`src/design/aost_regs.svh`:
```
// register offsets, field positions and reset values of the offset block
`ifndef AOST_REGS_SVH
`define AOST_REGS_SVH

`define AOST_ADDR_OFS_X     8'h1E
`define AOST_ADDR_OFS_Y     8'h1F
`define AOST_ADDR_OFS_Z     8'h20
`define AOST_ADDR_RATE      8'h2C
`define AOST_ADDR_FMT       8'h31
`define AOST_ADDR_RES_FIRST 8'h32
`define AOST_ADDR_RES_LAST  8'h37

`define AOST_RST_OFS        8'h00
`define AOST_RST_RATE       8'h0A
`define AOST_RST_FMT        8'h00
`define AOST_RST_RES        16'h0000
`define AOST_RD_UNMAPPED    8'h00

`define AOST_FMT_SELFTEST   7
`define AOST_FMT_MAXRES     3
`define AOST_FMT_RANGE_HI   1
`define AOST_FMT_RANGE_LO   0
`define AOST_RATE_LOWPWR    4
`define AOST_RATE_CODE_HI   3
`define AOST_RATE_CODE_LO   0

`endif

```
`src/design/aost_pkg.sv`:
```
// types shared by the offset and self-test block
package aost_pkg;

	typedef logic [7:0]  aost_byte_t;
	typedef logic [15:0] aost_word_t;

	// offset weight relative to one output count
	typedef enum logic [1:0] {
		AOST_SH_L2,
		AOST_SH_L1,
		AOST_SH_0,
		AOST_SH_R1
	} aost_scale_t;

	typedef struct packed {
		logic [1:0]            rst;
		aost_byte_t [2:0]      ofs;
		aost_byte_t            rate;
		aost_byte_t            fmt;
		aost_word_t [2:0]      res;
		aost_byte_t            rdata;
	} aost_state_t;

endpackage

```
`src/design/aost_core.sv`:
```
// offset trim, self-test actuation and corrected result registers
`timescale 1ns/1ns
`include "aost_regs.svh"
module aost_core
	import aost_pkg::*;
(
	input  wire logic        core_clk,
	input  wire logic        reset_n,
	input  wire logic [7:0]  reg_addr,
	input  wire logic [7:0]  reg_wdata,
	input  wire logic        reg_wr_en,
	input  wire logic        reg_rd_en,
	output logic [7:0]       reg_rdata,
	input  wire logic        sample_valid,
	input  wire logic [15:0] raw_x,
	input  wire logic [15:0] raw_y,
	input  wire logic [15:0] raw_z,
	output logic             selftest_drive,
	output logic             low_power_sel,
	output logic [3:0]       rate_code,
	output logic             max_resolution_select,
	output logic [1:0]       range_code
);

	aost_state_t       st_q;
	aost_state_t       st_d;
	logic              rst_n;
	aost_scale_t       scale;
	logic [2:0][15:0]  raw;
	logic [2:0][15:0]  sum;

	// trim weight for a given format byte; also used by the checks below
	function automatic aost_scale_t scale_of(input logic [7:0] fmt);
		if (fmt[`AOST_FMT_MAXRES]) begin
			scale_of = AOST_SH_L2; // 3.9 mg counts
		end else begin
			case (fmt[`AOST_FMT_RANGE_HI:`AOST_FMT_RANGE_LO])
				2'h0:    scale_of = AOST_SH_L2;
				2'h1:    scale_of = AOST_SH_L1;
				2'h2:    scale_of = AOST_SH_0;
				default: scale_of = AOST_SH_R1;
			endcase
		end
	endfunction

	assign rst_n = st_q.rst[1];
	assign scale = scale_of(st_q.fmt); // constant 15.6 mg per count
	assign raw   = {raw_z, raw_y, raw_x};

	// one adder per axis
	generate
		for (genvar i = 0; i < 3; i++) begin : g_axis
			aost_axis_comp u_comp (
				.raw   (raw[i]),
				.trim  (st_q.ofs[i]),
				.scale (scale),
				.sum   (sum[i])
			);
		end
	endgenerate

	// next state: register writes, sample capture, read mux
	always_comb begin
		st_d = st_q;
		st_d.rst = {st_q.rst[0], 1'b1};
		if (reg_wr_en) begin
			if (reg_addr == `AOST_ADDR_OFS_X) begin
				st_d.ofs[0] = reg_wdata;
			end else if (reg_addr == `AOST_ADDR_OFS_Y) begin
				st_d.ofs[1] = reg_wdata;
			end else if (reg_addr == `AOST_ADDR_OFS_Z) begin
				st_d.ofs[2] = reg_wdata;
			end else if (reg_addr == `AOST_ADDR_RATE) begin
				st_d.rate = reg_wdata;
			end else if (reg_addr == `AOST_ADDR_FMT) begin
				st_d.fmt = reg_wdata;
			end
		end
		// results only move on a new sample so a read pair stays coherent
		if (sample_valid) begin
			st_d.res = sum;
		end
		if (reg_rd_en) begin
			if (reg_addr == `AOST_ADDR_OFS_X) begin
				st_d.rdata = st_q.ofs[0];
			end else if (reg_addr == `AOST_ADDR_OFS_Y) begin
				st_d.rdata = st_q.ofs[1];
			end else if (reg_addr == `AOST_ADDR_OFS_Z) begin
				st_d.rdata = st_q.ofs[2];
			end else if (reg_addr == `AOST_ADDR_RATE) begin
				st_d.rdata = st_q.rate;
			end else if (reg_addr == `AOST_ADDR_FMT) begin
				st_d.rdata = st_q.fmt;
			end else if (reg_addr >= `AOST_ADDR_RES_FIRST &&
					reg_addr <= `AOST_ADDR_RES_LAST) begin
				// low byte at the even address
				st_d.rdata = reg_addr[0] ?
					st_q.res[reg_addr[2:1] - 2'h1][15:8] :
					st_q.res[reg_addr[2:1] - 2'h1][7:0];
			end else begin
				st_d.rdata = `AOST_RD_UNMAPPED;
			end
		end
	end

	// async assert; the two-stage release lives in st_q.rst
	always_ff @(posedge core_clk or negedge reset_n) begin
		if (!reset_n) begin
			st_q.rst   <= 2'h0;
			st_q.ofs   <= {3{`AOST_RST_OFS}};
			st_q.rate  <= `AOST_RST_RATE;
			st_q.fmt   <= `AOST_RST_FMT;
			st_q.res   <= {3{`AOST_RST_RES}};
			st_q.rdata <= `AOST_RD_UNMAPPED;
		end else if (!rst_n) begin
			st_q     <= '0;
			st_q.rst <= st_d.rst;
			st_q.rate <= `AOST_RST_RATE;
		end else begin
			st_q <= st_d;
		end
	end

	// self-test force and sensor settings straight from the registers
	assign selftest_drive        = st_q.fmt[`AOST_FMT_SELFTEST];
	assign max_resolution_select = st_q.fmt[`AOST_FMT_MAXRES];
	assign range_code = st_q.fmt[`AOST_FMT_RANGE_HI:`AOST_FMT_RANGE_LO];
	assign low_power_sel         = st_q.rate[`AOST_RATE_LOWPWR];
	assign rate_code = st_q.rate[`AOST_RATE_CODE_HI:`AOST_RATE_CODE_LO];
	assign reg_rdata             = st_q.rdata;

	// checks
	property p_trim_reset;
		@(posedge core_clk) disable iff (!reset_n)
		$rose(rst_n) |-> st_q.ofs == {3{`AOST_RST_OFS}};
	endproperty
	a_trim_reset: assert property (p_trim_reset)
		else $error("trim not zero after reset");

	property p_trim_y_addr;
		@(posedge core_clk) disable iff (!rst_n)
		reg_wr_en && reg_addr == `AOST_ADDR_OFS_Y
		|=> st_q.ofs[1] == $past(reg_wdata) && $stable(st_q.ofs[0]);
	endproperty
	a_trim_y_addr: assert property (p_trim_y_addr)
		else $error("y trim write misplaced");

	property p_selftest_on;
		@(posedge core_clk) disable iff (!rst_n)
		reg_wr_en && reg_addr == `AOST_ADDR_FMT
		|=> selftest_drive == $past(reg_wdata[`AOST_FMT_SELFTEST]);
	endproperty
	a_selftest_on: assert property (p_selftest_on)
		else $error("self-test force does not follow format bit");

	property p_add_zero;
		@(posedge core_clk) disable iff (!rst_n)
		sample_valid && st_q.ofs[0] == 8'h00 |=> st_q.res[0] == $past(raw_x);
	endproperty
	a_add_zero: assert property (p_add_zero)
		else $error("zero trim changed x sample");

	property p_quarter;
		@(posedge core_clk) disable iff (!rst_n)
		sample_valid && st_q.fmt[`AOST_FMT_MAXRES] && raw_y == 16'h0000 &&
		st_q.ofs[1] == 8'hFF |=> st_q.res[1] == 16'hFFFC;
	endproperty
	a_quarter: assert property (p_quarter)
		else $error("max resolution trim not four counts");

	property p_fixed_8g;
		@(posedge core_clk) disable iff (!rst_n)
		sample_valid && st_q.fmt[3:0] == 4'h2 && raw_z == 16'h0000
		|=> st_q.res[2] == {{8{$past(st_q.ofs[2][7])}}, $past(st_q.ofs[2])};
	endproperty
	a_fixed_8g: assert property (p_fixed_8g)
		else $error("8 g trim weight wrong");

	property p_fixed_16g;
		@(posedge core_clk) disable iff (!rst_n)
		sample_valid && !reg_wr_en && st_q.fmt[3:0] == 4'h3 &&
		raw_x == 16'h0000 && st_q.ofs[0] == 8'h02
		##1 (!reg_wr_en && !sample_valid) [*2]
		|-> st_q.res[0] == 16'h0001 && scale == AOST_SH_R1;
	endproperty
	a_fixed_16g: assert property (p_fixed_16g)
		else $error("16 g trim not halved");

	property p_read_result;
		@(posedge core_clk) disable iff (!rst_n)
		reg_rd_en && reg_addr == `AOST_ADDR_RES_LAST
		|=> reg_rdata == $past(st_q.res[2][15:8]);
	endproperty
	a_read_result: assert property (p_read_result)
		else $error("z high byte read wrong");

endmodule

```
`src/design/aost_axis_comp.sv`:
```
// one axis: scale the trim value and add it to a sample, with saturation
`timescale 1ns/1ns
module aost_axis_comp
	import aost_pkg::*;
(
	input  wire logic [15:0] raw,
	input  wire logic [7:0]  trim,
	input  wire aost_scale_t scale,
	output logic [15:0]      sum
);

	logic signed [17:0] trim_ext;
	logic signed [17:0] total;

	// sign-extend, then bring the trim to output count weight
	always_comb begin
		trim_ext = {{10{trim[7]}}, trim};
		case (scale)
			AOST_SH_L2: trim_ext = trim_ext <<< 2;
			AOST_SH_L1: trim_ext = trim_ext <<< 1;
			AOST_SH_0:  trim_ext = trim_ext;
			default:    trim_ext = trim_ext >>> 1;
		endcase
		total = {{2{raw[15]}}, raw} + trim_ext;
		// clamp instead of wrapping so a large trim cannot flip the sign
		if (total > 18'sh07FFF) begin
			sum = 16'h7FFF;
		end else if (total < -18'sh08000) begin
			sum = 16'h8000;
		end else begin
			sum = total[15:0];
		end
	end

endmodule

```
`config.mk`:
```
export PLATFORM = sky130hd
export DESIGN_NAME = aost_core
export DESIGN_NICKNAME = d
export VERILOG_FILES = /design/src/design/aost_pkg.sv /design/src/design/aost_core.sv /design/src/design/aost_axis_comp.sv
export VERILOG_INCLUDE_DIRS = /design/src /design/src/design
export SDC_FILE = /design/constraint.sdc
export NUM_CORES = 1
export LEC_CHECK = 0
export BUFFER_PORTS_ARGS = -buffer_cell sky130_fd_sc_hd__buf_4
export CAP_MARGIN = 20
export CORE_MARGIN = 1.5
export CORE_UTILIZATION = 43
export CTS_CLUSTER_SIZE = 30
export DETAILED_ROUTE_END_ITERATION = 8
export PLACE_DENSITY_LB_ADDON = 0.12
export RECOVER_POWER = 25
export SLEW_MARGIN = 20
export SYNTH_ARGS = -nofsm -noshare
export SYNTH_HDL_FRONTEND = slang
export SYNTH_SLANG_ARGS = --single-unit
export TNS_END_PERCENT = 20
```
`constraint.sdc`:
```
create_clock -name core_clk -period 6.6 [get_ports core_clk]
set_input_delay 0.66 -clock core_clk [delete_from_list [all_inputs] [get_ports core_clk]]
set_output_delay 0.66 -clock core_clk [all_outputs]
set_load 0.01 [all_outputs]
```
Yosys cells after proc, flatten, opt, wreduce, memory -nomap -nowiden
Cells that the tools add are included.
{"block": "totals", "register_bits": 98, "in_bits": 69, "out_inout_bits": 17, "elab_cells": 87}
{"block": "op_classes", "n_addsub": 4, "magnitude_cmp": 9, "eq_ne": 21, "n_mux": 35, "n_reduce_logical": 8}
{"op": "two-way mux 16 bit", "count": 11}
{"op": "two-way mux 8 bit", "count": 15}
{"op": "two-way mux 96 bit", "count": 1}
{"op": "one-hot mux 9 bit (3 select lines)", "count": 3}
{"op": "> comparator 18 x 16 -> 1 bit (second input constant)", "count": 3}
{"op": "less-than comparator 18 x 16 -> 1 bit (second input constant)", "count": 3}
{"op": "adder 16 x 10 -> 17 bit", "count": 3}
{"op": "two-way mux 48 bit", "count": 1}
{"op": "two-way mux 40 bit", "count": 1}
{"op": "binary-select mux 16 bit (select 2 bit)", "count": 1}
{"op": "equality test 8 x 6 -> 1 bit (second input constant)", "count": 3}
{"op": "equality test 8 x 5 -> 1 bit (second input constant)", "count": 2}
{"op": "inequality test 2 bit (second input constant)", "count": 7}
{"op": "inequality test 2 x 1 -> 1 bit (second input constant)", "count": 5}
{"op": "greater-or-equal comparator 8 x 6 -> 1 bit (second input constant)", "count": 1}
{"op": "<= comparator 8 x 6 -> 1 bit (second input constant)", "count": 1}
{"op": "one-hot mux 2 bit (3 select lines)", "count": 1}
{"op": "AND reduction 6 bit", "count": 1}
{"op": "AND reduction 5 bit", "count": 1}
{"op": "equality test 2 x 1 -> 1 bit (second input constant)", "count": 2}
{"op": "equality test 2 bit (second input constant)", "count": 2}
{"op": "zero test 2 bit", "count": 2}
{"op": "AND reduction 4 bit", "count": 1}
{"op": "less-than comparator 2 x 3 -> 1 bit (second input constant)", "count": 1}
{"op": "5 further kinds", "count": 5}

Longest topological paths before layout
Gate-level depths: netlist of the first run.
{"block": "depth", "word_depth": 12, "mapped_depth": 14, "ltp_nobuf": 13}

Hierarchy
A second synthesis of the first run with hierarchy kept.
{"block": "unflattened", "hier_cells": 968, "hier_area_um2": 8660.8}
{"mod": "aost_core", "n_inst": 1, "cells_each": 472, "area_each_um2": 4834.6, "seq_area_each_um2": 2454.9}
{"mod": "aost_axis_comp (g_axis[0].u_comp ...)", "n_inst": 2, "cells_each": 165, "area_each_um2": 1277.5, "seq_area_each_um2": 0.0}
{"mod": "aost_axis_comp (g_axis[2].u_comp)", "n_inst": 1, "cells_each": 166, "area_each_um2": 1271.2, "seq_area_each_um2": 0.0}

Worst setup path after synthesis of the first run
OpenSTA, ideal clock, no wires.
{"block": "synth_path", "path_type": "reg-to-reg", "from": "register st_q, in the netlist max_resolution_select", "to": "register st_q[51] (netlist bit)", "setup_ns": 0.124, "arrival_time_ns": 3.172, "required_time_ns": 6.476, "path_slack_ns": 3.303, "stages_incl_launch_ff": 14, "path_buffers": 3, "period_less_slack_ns": 3.297, "path_cell_list": "dfrtp_1 -> clkbuf_1 -> nor2_1 -> clkbuf_1 -> mux2_2 -> ha_1 -> a21o_1 -> a21oi_1 -> a2bb2oi_1 -> a2111oi_0 -> a211o_2 -> a21boi_2 -> buf_4 -> a21oi_1"}
{"block": "synth_between", "elab_chain_cells": 9, "word_cells_on_any_way": 12, "classes_between": "1 x add/sub; 2 x order compare; 2 x eq/ne; 6 x mux; 1 x reduce/logical"}
{"element": "start, declared", "line": "aost_core.sv:25", "source": "aost_state_t st_q;"}
{"element": "start signal, assigned", "line": "aost_core.sv:120", "source": "st_q <= st_d;"}
{"element": "two-way mux 2 bit *", "line": "aost_core.sv:34", "source": "if (fmt[`AOST_FMT_MAXRES]) begin"}
{"element": "equality test 2 bit (tied with other cells)", "line": "aost_axis_comp.sv:18", "source": "case (scale)"}
{"element": "one-hot mux 9 bit (3 select lines) *", "line": "aost_axis_comp.sv:18"}
{"element": "adder 16 x 10 -> 17 bit *", "line": "aost_axis_comp.sv:24", "source": "total = {{2{raw[15]}}, raw} + trim_ext;"}
{"element": "less-than comparator 18 x 16 -> 1 bit", "line": "aost_axis_comp.sv:28", "source": "end else if (total < -18'sh08000) begin"}
{"element": "two-way mux 16 bit", "line": "aost_axis_comp.sv:28"}
{"element": "two-way mux 16 bit *", "line": "aost_axis_comp.sv:26", "source": "if (total > 18'sh07FFF) begin"}
{"element": "two-way mux 48 bit *", "line": "aost_core.sv:80", "source": "if (sample_valid) begin"}
{"element": "two-way mux 96 bit *", "line": "aost_core.sv:115", "source": "end else if (!rst_n) begin"}
Mark *: on every way between the ends. The rest lies on a longest branch, timed or not. The select of a mux whose other input is x is not followed.
A chain may end at the register's enable or synchronous reset.

Final worst setup path of the first run
{"block": "layout_path", "from": "register st_q, in the netlist range_code[1]", "to": "register st_q[21] (netlist bit)"}
{"block": "layout_between", "elab_chain_cells": 11, "word_cells_on_any_way": 16, "classes_between": "1 x add/sub; 2 x order compare; 4 x eq/ne; 7 x mux; 2 x reduce/logical"}
{"element": "equality test 2 bit (tied with other cells)", "line": "aost_core.sv:37", "source": "case (fmt[`AOST_FMT_RANGE_HI:`AOST_FMT_RANGE_LO])"}
{"element": "one-hot mux 2 bit (3 select lines) *", "line": "aost_core.sv:37"}
{"element": "two-way mux 2 bit *", "line": "aost_core.sv:34"}
{"element": "equality test 2 bit (tied with other cells)", "line": "aost_axis_comp.sv:18"}
{"element": "one-hot mux 9 bit (3 select lines) *", "line": "aost_axis_comp.sv:18"}
{"element": "adder 16 x 10 -> 17 bit *", "line": "aost_axis_comp.sv:24"}
{"element": "less-than comparator 18 x 16 -> 1 bit", "line": "aost_axis_comp.sv:28"}
{"element": "two-way mux 16 bit", "line": "aost_axis_comp.sv:28"}
{"element": "two-way mux 16 bit *", "line": "aost_axis_comp.sv:26"}
{"element": "two-way mux 48 bit *", "line": "aost_core.sv:80"}
{"element": "two-way mux 96 bit *", "line": "aost_core.sv:115"}
Marked as above.

==> results.py, run 1 <==
metrics = {
    "outcome": {
        "status": "complete, but fails checks",
        "failed_checks": "capacitance limit, slew limit",
    },
    "worst_setup_path": {
        "crit_buf_inv": 1,
        "ff2ff_setup_slack_ns": 2.15,
        "crit_top_cell": "nor2_1",
        "endpoint_kind": "register",
        "crit_family": "compound AO/OA/AOI/OAI gates",
        "start_kind": "register",
        "critPathMaxStageDelay_ns": 1.01,
        "path_cells": "nor2_1 > nor2_1 > buf_4 > mux2_2 > ha_1 > a21oi_1 > o21bai_1 > a221o_1 > o21ai_1 > o21a_1 > o221ai_1",
        "critPathKind": "reg -> reg",
        "r2r_cells": 11,
        "worstPathMaxFanout": 34,
        "critical_path_arrival_ns": 4.66,
        "slowest_stage": "dfrtp_1",
        "r2r-end": "st_q[21]",
        "reg2reg_from": "range_code[1]",
        "critical_path_required_ns": 6.81,
    },
    "clock_network": {
        "tritoncts": "built",
        "cts_setup_buffers": 0,
        "cts_sinks": 98,
        "cts-htree-levels": 3,
        "cts_buffers": 9,
        "root_buffer": "clkbuf_16",
        "ctsHoldBuffers": 0,
        "insertion_delay_ns": 0.36,
        "clockBufferDepth": 2,
        "clk_transition_reported_paths_ns": 0.07,
        "post_cts_resized": 0,
    },
    "yosys": {
        "ys_top_cells_by_area": "dfrtp_1 29%, ha_1 8.7%, mux2_2 5.9%",
        "syn_avg_cell_area_um2": 9.00,
        "synth_seq_cells": 98,
        "synth_edf_count": 0,
        "syn_inst": 913,
        "synth_cell_type_count": 84,
        "async_reset_ff_share_pct": 100,
        "synthFlopType": "dfrtp_1",
        "synth_area_um2": 8220,
        "yosys.area.top_type": "dfrtp_1",
        "yosysTopAreaCellShare_pct": 29.2,
        "ys_seq_area_share_pct": 29.9,
        "syn-num-nets": 1042,
        "synth_warnings": 0,
    },
    "worst_hold_path": {
        "hold_path_depth": 0,
        "hold_path_class": "reg -> reg",
        "whs_endpoint": "rst_n",
        "timing.hold.worst.start": "st_d[97]",
    },
    "layout": {
        "fin_cells": 1192,
        "n_fill_cell": 1865,
        "register_area_um2": 2450,
        "final_core_util_pct": 48.6,
        "fin_area_um2": 9090,
        "n_antenna_cell": 0,
        "syn2layout_area_growth_pct": 10.7,
        "final_layout_size_suffix_gt1_share_pct": 18.4,
        "final_nets": 1082,
        "multi_input_area_um2": 5340,
    },
    "timing": {
        "final.setup.tns_ns": 0,
        "min_period_over_period_pct": 67.4,
        "max_freq_mhz": 225,
        "drv_slew": 41,
        "hold_viol_final": 0,
        "rsz0062_at_grt": "no",
        "slew_headroom_pct": -49.9,
        "finClkSkew_ns": 0.0142,
        "tightest_slew_ns": 2.25,
        "setup_viol": 0,
        "period_needed_ns": 4.45,
        "hold_ws_ns": 0.360,
    },
    "grt": {
        "overflow": 0,
        "grt_max_degree": 60,
        "grt_pass1_vias": 6720,
        "grt_antenna_before_repair": 0,
        "track_usage_pct": 23.8,
        "grt_pass1_wl_mm": 37.0,
    },
    "floorplanning": {
        "num_rows": 50,
        "die_w_um": 141,
        "ios": 86,
        "coreArea_um2": 18700,
        "die_y_um": 141,
        "initial_core_util_pct": 43.9,
        "dieArea_um2": 19900,
    },
    "placement": {
        "dp.final_hpwl_mm": 17.8,
        "placedCellCount": 1176,
        "place_congestion": 0.907,
        "dpl_cell_area_um2": 8860,
        "port_buffers": 85,
    },
    "flow_run": {
        "maxCapViolations": 1,
    },
    "route": {
        "viasPerCell": 5.99,
        "wl_met3_mm": 1.04,
        "routed.top_layer": "met4",
        "wirelength_mm": 23.4,
        "ant_nets": 0,
        "wire_per_inst_um": 19.6,
        "drt-pass1-iter-count": 5,
        "drt_iter0_drc": 430,
        "met1_length_mm": 11.4,
        "num_vias": 7141,
        "drc": 0,
        "wl_met2_mm": 10.5,
    },
    "power_and_ir_drop": {
        "leakagePower_nw": 4.17,
        "power.density_nw_per_um2": 194,
        "irDropWorstVdd_uv": 113,
    },
}
[layer usage]
layer  vias to the layer above  GRT usage [%]
met1                      3425           34.5
li1                       3524              -
met2                       160           36.6
met3                        32           3.74
met5                         -              0
met4                         0           6.63
[synthesized netlist by cell type, types with 4 or more instances]
library cell / count
a2111oi_0: 5
a211o_1: 5
a211oi_1: 12
a21o_1: 17
a21oi_1: 84
a221o_1: 12
a221oi_1: 19
a22o_1: 4
a22oi_1: 4
a31oi_1: 13
a31oi_2: 7
and2_1: 9
and3_1: 4
buf_1: 4
buf_2: 9
buf_4: 16
clkbuf_1: 28
dfrtp_1: 96
ha_1: 57
inv_1: 27
mux2_2: 43
mux2i_1: 30
nand2_1: 46
nand2b_1: 10
nand3_1: 24
nand4_1: 7
nor2_1: 84
nor2b_1: 6
nor3_1: 15
nor4_1: 4
o211a_1: 4
o211ai_1: 14
o21a_1: 5
o21ai_0: 63
o21bai_1: 4
o22a_1: 15
o22ai_1: 7
or3_1: 6
xnor2_1: 15
xor2_1: 14
[layout make-up]
type | count | share of cell area [%]
inverter | 28 | 1.16
multi-input combinational | 726 | 58.7
clock inverter | 3 | 0.275
sequential | 98 | 27.0
clock buffer | 13 | 2.75
timing repair buffer | 90 | 6.93
tap | 234 | 3.22
[registers in the layout, indices dropped and copies added (netlist names)]
register / count
st_q: 79
reg_rdata: 8
rate_code: 4
range_code: 2
low_power_sel: 1
max_resolution_select: 1
rst_n: 1
selftest_drive: 1
st_d: 1
[where the power goes]
part	leakage (nW)	switching [W]	internal [W]
Combinational	2.76	0.000324	0.000237
Clock	0.130	0.000239	0.000269
Sequential	1.28	0.0000442	0.000649
Total	4.17	0.000607	0.00116
[worst max path at each step]
stage	start	endpoint	slack, ns	cells past startpoint
6_report	range_code[1]	st_q[21]	2.15	11
5_1_grt	range_code[1]	st_q[21]	1.74	12
3_3_place_gp	range_code[1]	st_q[45]	2.31	11
4_1_cts	range_code[1]	st_q[43]	2.11	11
3_5_place_dp	range_code[1]	st_q[43]	2.12	11
2_1_floorplan	max_resolution_select	st_q[51]	3.30	13
[cells by family after synthesis]
family | share of synthesized area [%]
DFF | 29.9
muxes | 9.55
xor gates and xnor gates | 3.09
buffers and inverters | 5.27
AOI/OAI and AO/OA | 28.7
and+or+nand+nor | 14.1
other | 0.0456
adders and majority gates | 9.41
[metrics by stage]
stage / setup slack, ns / power, W
5_1_grt: 1.74 / 0.00186
3_5_place_dp: 2.12 / 0.00127
4_1_cts: 2.11 / 0.00177
3_3_place_gp: 2.31 / 0.00127
6_report: 2.15 / 0.00176
2_1_floorplan: 3.30 / 0.00109
[placed cells by master, fill, tap and decap left out, types with 5 or more instances in the layout]
cell type / netlist / final
nor2_1: 84 / 83
dfrtp_1: 96 / 96
ha_1: 57 / 57
clkbuf_1: 28 / 15
nand2_1: 46 / 46
nand2b_1: 10 / 10
a211oi_1: 12 / 12
a21oi_1: 84 / 83
a31oi_1: 13 / 13
nand4_1: 7 / 7
o21a_1: 5 / 5
a31oi_2: 7 / 7
clkbuf_16: 0 / 9
a2111oi_0: 5 / 5
a211o_1: 5 / 5
buf_4: 16 / 78
nor2b_1: 6 / 6
a221oi_1: 19 / 19
a21o_1: 17 / 17
xor2_1: 14 / 14
o22a_1: 15 / 15
nand3_1: 24 / 24
xnor2_1: 15 / 15
inv_1: 27 / 27
mux2i_1: 30 / 30
nor3_1: 15 / 15
or3_1: 6 / 6
o21ai_0: 63 / 63
and2_1: 9 / 9
o211ai_1: 14 / 14
mux2_2: 43 / 43
o22ai_1: 7 / 7
a221o_1: 12 / 12
Note: power is estimated with default switching activity, not from simulation.
==> run 2: changes to the inputs <==
==> constraint.sdc (replaced) <==
create_clock -name core_clk -period 4.5 [get_ports core_clk]
set_input_delay 0.45 -clock core_clk [delete_from_list [all_inputs] [get_ports core_clk]]
set_output_delay 0.45 -clock core_clk [all_outputs]
set_load 0.01 [all_outputs]
==> results.py, run 2 (synthesis gave the netlist of run 1 again) <==
metrics = {
    "worst_setup_path": {
        "critPathMaxStageDelay_ns": 0.65,
        "path_cells": "nand2b_1 > nor2_1 > a21oi_1 > o22a_1 > ha_1 > a21oi_1 > a21oi_1 > o21bai_1 > a21boi_0 > o31ai_1 > o21a_1 > o221ai_1",
        "critPathKind": "reg -> reg",
        "slowest_stage": "dfrtp_1",
        "critical_path_arrival_ns": 4.19,
        "worstPathMaxFanout": 14,
        "crit_family": "compound AO/OA/AOI/OAI gates",
        "endpoint_kind": "register",
        "crit_top_cell": "a21oi_1",
        "start_kind": "register",
        "critical_path_required_ns": 4.71,
        "crit_buf_inv": 0,
    },
    "floorplanning": {
        "die_y_um": 141,
        "dieArea_um2": 19900,
        "die_w_um": 141,
        "ios": 86,
        "num_rows": 50,
        "initial_core_util_pct": 43.9,
        "coreArea_um2": 18700,
    },
    "layout": {
        "largest_reg_flops": 79,
        "mostFrequentLayoutCell": "dfrtp_1",
        "final_nets": 1087,
        "syn2layout_area_growth_pct": 12.3,
        "final_cell_mix": "96 x dfrtp_1, 94 x buf_4, 83 x nor2_1, 83 x a21oi_1, 63 x o21ai_0",
        "regMostFlops": "st_q",
        "final_layout_size_suffix_gt1_share_pct": 20.2,
        "fin_cells": 1197,
        "n_antenna_cell": 0,
    },
    "grt": {
        "grt_pass1_vias": 6881,
        "grt_max_degree": 65,
        "track_usage_pct": 23.5,
        "grt_pass1_wl_mm": 36.8,
        "overflow": 0,
        "grt_antenna_before_repair": 0,
    },
    "timing": {
        "tightest_slew_ns": 3.43,
        "max_freq_mhz": 251,
        "final.setup.tns_ns": 0,
        "setup_viol": 0,
        "rsz0062_at_grt": "no",
        "min_period_over_period_pct": 88.4,
        "slew_headroom_pct": -129,
        "drv_slew": 65,
        "period_needed_ns": 3.98,
        "finClkSkew_ns": 0.0144,
        "hold_viol_final": 0,
    },
    "power_and_ir_drop": {
        "leakagePower_nw": 4.28,
        "irDropWorstVdd_uv": 131,
        "power.density_nw_per_um2": 294,
    },
    "clock_network": {
        "cts_buffers": 9,
        "root_buffer": "clkbuf_16",
        "ctsHoldBuffers": 0,
        "cts-htree-levels": 3,
        "cts_setup_buffers": 0,
        "post_cts_resized": 0,
        "tritoncts": "built",
        "insertion_delay_ns": 0.36,
        "clockBufferDepth": 2,
        "cts_sinks": 98,
        "clk_transition_reported_paths_ns": 0.08,
    },
    "route": {
        "num_vias": 7105,
        "drt-pass1-iter-count": 4,
        "drt_iter0_drc": 520,
        "wirelength_mm": 23.1,
        "ant_nets": 0,
        "wire_per_inst_um": 19.3,
        "viasPerCell": 5.94,
        "drc": 0,
    },
    "flow_run": {
        "maxCapViolations": 1,
    },
    "worst_hold_path": {
        "hold_path_class": "in -> reg",
    },
    "outcome": {
        "failed_checks": "capacitance limit, slew limit",
        "status": "complete, but fails checks",
    },
    "placement": {
        "port_buffers": 85,
        "dp.final_hpwl_mm": 17.8,
        "place_congestion": 0.865,
        "placedCellCount": 1181,
    },
}
-- run 2: final timing paths --
path	end	from	cells past startpoint	slack (ns)
worst max-delay path	st_q[21]	range_code[0]	12	0.52
worst min-delay path	st_q[73]	reg_wdata[1]	3	0.35
worst max register to register	st_q[21]	range_code[0]	12	0.52
worst min register to register	rst_n	st_d[97]	0	0.36
max in group asynchronous	st_q[36]	reset_n	1	1.32
min in group asynchronous	st_q[95]	reset_n	1	1.25
-- run 2: through the flow --
stage / setup slack [ns] / hold slack [ns] / cell area [µm²] / total power, W / utilization (%)
5_1_grt: 0.175 / 0.369 / 9230 / 0.00286 / 49.3
2_1_floorplan: 1.20 / 0.154 / 8220 / 0.00160 / -
3_5_place_dp: 0.518 / 0.348 / 8890 / 0.00186 / 47.6
4_1_cts: 0.480 / 0.218 / 9230 / 0.00273 / 49.3
3_3_place_gp: 0.636 / 0.334 / 8890 / 0.00186 / 47.6
6_report: 0.523 / 0.353 / 9230 / 0.00271 / 49.3
-- run 2: worst reg2reg max path, delay by kind of cell (launching register included) --
family                   cells  cell delay (ns)
AO/OA/AOI/OAI                9             2.26
AND/OR/NAND/NOR              2             0.61
flip-flops                   1             0.65
adder cells (fa/ha/maj)      1             0.32
-- run 2: metal layers --
| layer | GRT usage, % | share of wire (%) | wire [µm] | vias to the layer above |
|---|---|---|---|---|
| met5 | 0 | 0 | 0 | - |
| met1 | 33.0 | 48 | 11100 | 3361 |
| met3 | 3.67 | 4.6 | 1070 | 32 |
| met2 | 37.5 | 45 | 10400 | 184 |
| li1 | - | - | - | 3528 |
| met4 | 6.74 | 2.2 | 501 | 0 |
-- run 2: layout make-up --
type,instances,area [µm²]
Inverter,28,105
Fill cell,1832,9480
Clock buffer,9,225
Clock inverter,7,106
Timing Repair Buffer,95,709
Multi-Input combinational cell,726,5340
Tap cell,234,293
Sequential cell,98,2450
-- run 2: power by group --
group,leakage (nW),internal (W),total (W),switching (W)
registers,1.28,0.000952,0.00101,0.0000621
logic,2.83,0.000355,0.000833,0.000478
clock network,0.163,0.000497,0.000867,0.000370
total,4.28,0.00180,0.00271,0.000910
==> run 3: changes to the inputs <==
--- a/config.mk
+++ b/config.mk
@@ -8,10 +8,13 @@
 export LEC_CHECK = 0
 export BUFFER_PORTS_ARGS = -buffer_cell sky130_fd_sc_hd__buf_4
 export CAP_MARGIN = 20
-export CORE_MARGIN = 1.5
-export CORE_UTILIZATION = 43
+export CELL_PAD_IN_SITES_DETAIL_PLACEMENT = 0
+export CELL_PAD_IN_SITES_GLOBAL_PLACEMENT = 2
+export CORE_MARGIN = 4
+export CORE_UTILIZATION = 38
 export CTS_CLUSTER_SIZE = 30
 export DETAILED_ROUTE_END_ITERATION = 8
+export HOLD_SLACK_MARGIN = 0.1
 export PLACE_DENSITY_LB_ADDON = 0.12
 export RECOVER_POWER = 25
 export SLEW_MARGIN = 20
==> results.py, run 3 (synthesis gave the netlist of run 1 again) <==
metrics = {
    "outcome": {
        "status": "complete, but fails checks",
        "failed_checks": "capacitance limit, slew limit",
    },
    "power_and_ir_drop": {
        "irDropWorstVdd_uv": 191,
        "p_total_w": 0.00264,
        "leakagePower_nw": 4.26,
        "power.density_nw_per_um2": 285,
    },
    "route": {
        "wire_per_inst_um": 20.2,
        "routed.top_layer": "met4",
        "viasPerCell": 5.82,
        "num_vias": 7219,
        "drt-pass1-iter-count": 5,
        "wl_met3_mm": 1.05,
        "wirelength_mm": 25.1,
        "drt_iter0_drc": 442,
        "drc": 0,
        "met1_length_mm": 11.7,
        "wl_met2_mm": 11.9,
        "ant_nets": 0,
    },
    "floorplanning": {
        "initial_core_util_pct": 38.8,
        "num_rows": 53,
        "coreArea_um2": 21200,
        "die_y_um": 155,
        "dieArea_um2": 24000,
        "die_w_um": 155,
        "ios": 86,
    },
    "timing": {
        "finClkSkew_ns": 0.00672,
        "max_freq_mhz": 257,
        "drv_slew": 60,
        "rsz0062_at_grt": "no",
        "hold_viol_final": 0,
        "slew_headroom_pct": -118,
        "tightest_slew_ns": 3.28,
        "hold_ws_ns": 0.357,
        "min_period_over_period_pct": 86.6,
        "final.setup.tns_ns": 0,
        "setup_viol": 0,
        "period_needed_ns": 3.90,
    },
    "layout": {
        "largest_reg_flops": 79,
        "syn2layout_area_growth_pct": 12.7,
        "regMostFlops": "st_q",
        "n_antenna_cell": 0,
        "fin_area_um2": 9260,
        "final_nets": 1089,
        "final_cell_mix": "96 x buf_4, 96 x dfrtp_1, 84 x a21oi_1",
        "n_fill_cell": 2091,
        "final_layout_size_suffix_gt1_share_pct": 20.4,
        "final_core_util_pct": 43.8,
    },
    "clock_network": {
        "insertion_delay_ns": 0.35,
        "cts-htree-levels": 3,
        "post_cts_resized": 0,
        "clk_transition_reported_paths_ns": 0.07,
        "clockBufferDepth": 2,
        "tritoncts": "built",
        "cts_sinks": 98,
        "cts_setup_buffers": 0,
        "cts_buffers": 9,
        "root_buffer": "clkbuf_16",
        "ctsHoldBuffers": 0,
    },
    "grt": {
        "track_usage_pct": 20.8,
        "grt_pass1_vias": 7228,
        "grt_pass1_wl_mm": 39.9,
        "grt_antenna_before_repair": 0,
        "overflow": 0,
        "grt_max_degree": 60,
    },
    "worst_setup_path": {
        "path_cells": "buf_4 > mux2_2 > a22oi_1 > nor2_1 > fa_1 > nand3_1 > a21oi_1 > o211a_1 > o211ai_1 > a21oi_1 > buf_4 > a21boi_2 > a21oi_1",
        "crit_family": "compound AO/OA/AOI/OAI gates",
        "endpoint_kind": "register",
        "critPathKind": "reg -> reg",
        "crit_buf_inv": 2,
        "start_kind": "register",
        "critical_path_arrival_ns": 4.10,
        "critical_path_required_ns": 4.71,
        "critPathMaxStageDelay_ns": 0.68,
        "crit_top_cell": "a21oi_1",
        "slowest_stage": "dfrtp_1",
        "worstPathMaxFanout": 18,
    },
    "placement": {
        "port_buffers": 85,
        "dp.final_hpwl_mm": 19.8,
        "dpl_cell_area_um2": 8960,
        "place_congestion": 0.864,
    },
    "worst_hold_path": {
        "hold_path_class": "in -> reg",
    },
    "flow_run": {
        "maxCapViolations": 1,
    },
}
==> run 3: changes by cell type in the layout (fill, tap and decap cells not counted) <==
cell        delta
nor2b_1        -1
buf_4          +2
clkinvlp_4     +2
inv_6          -1
bufinv_16      -2
nor2b_2        +1
clkbuf_8       +1
clkinv_4       -1
a21oi_1        +1
a21oi_2        -1
clkinv_8       +1
==> run 3: final cells by class <==
cell class | instances | area, µm² | area share (%)
multi-input cells | 726 | 5330 | 57.6
flip-flops and latches | 98 | 2450 | 26.5
repair buffers | 97 | 724 | 7.82
well taps | 275 | 344 | 3.72
clock buffers | 10 | 239 | 2.58
inverters | 28 | 105 | 1.13
clock inverters | 6 | 60.1 | 0.648
==> run 3: routing by layer <==
| metal | GRT usage (%) | vias to the layer above |
|---|---|---|
| met5 | 0 | - |
| met4 | 4.92 | 0 |
| met3 | 3.06 | 25 |
| met2 | 34.5 | 166 |
| met1 | 28.7 | 3499 |
| li1 | - | 3529 |
==> run 3: worst paths after layout <==
path | startpoint | end | slack, ns | depth (start not counted)
worst max register to register | range_code[0] | st_q[48] | 0.60 | 13
worst min register to register | st_d[97] | rst_n | 0.36 | 0
max in group asynchronous | reset_n | st_q[40] | 1.41 | 2
min in group asynchronous | reset_n | st_q[95] | 1.18 | 1
worst max-delay path | range_code[0] | st_q[48] | 0.60 | 13
worst min-delay path | reg_wdata[1] | st_q[73] | 0.36 | 3
==> run 3: stage by stage <==
stage | worst slack [ns] | instances
finish | 0.602 | 1240
global route | 0.219 | 1240
CTS | 0.620 | 1240
detailed placement | 0.630 | 1224
global placement | 0.754 | 1224
floorplan | 1.20 | 913
==> run 3: power breakdown <==
part | leakage, nW | switching [W] | total (W) | internal, W
clock network | 0.140 | 0.000372 | 0.000774 | 0.000402
registers | 1.28 | 0.0000637 | 0.00102 | 0.000952
logic | 2.84 | 0.000492 | 0.000853 | 0.000361
total | 4.26 | 0.000927 | 0.00264 | 0.00172
==> run 3: worst reg2reg max path, delay by kind of cell (launching register included) <==
kind,cells,cell delay (ns)
simple gates,2,0.23
fa+ha+maj,1,0.46
compound gates,7,1.55
mux,1,0.34
flops,1,0.68
buf+inv,2,0.48
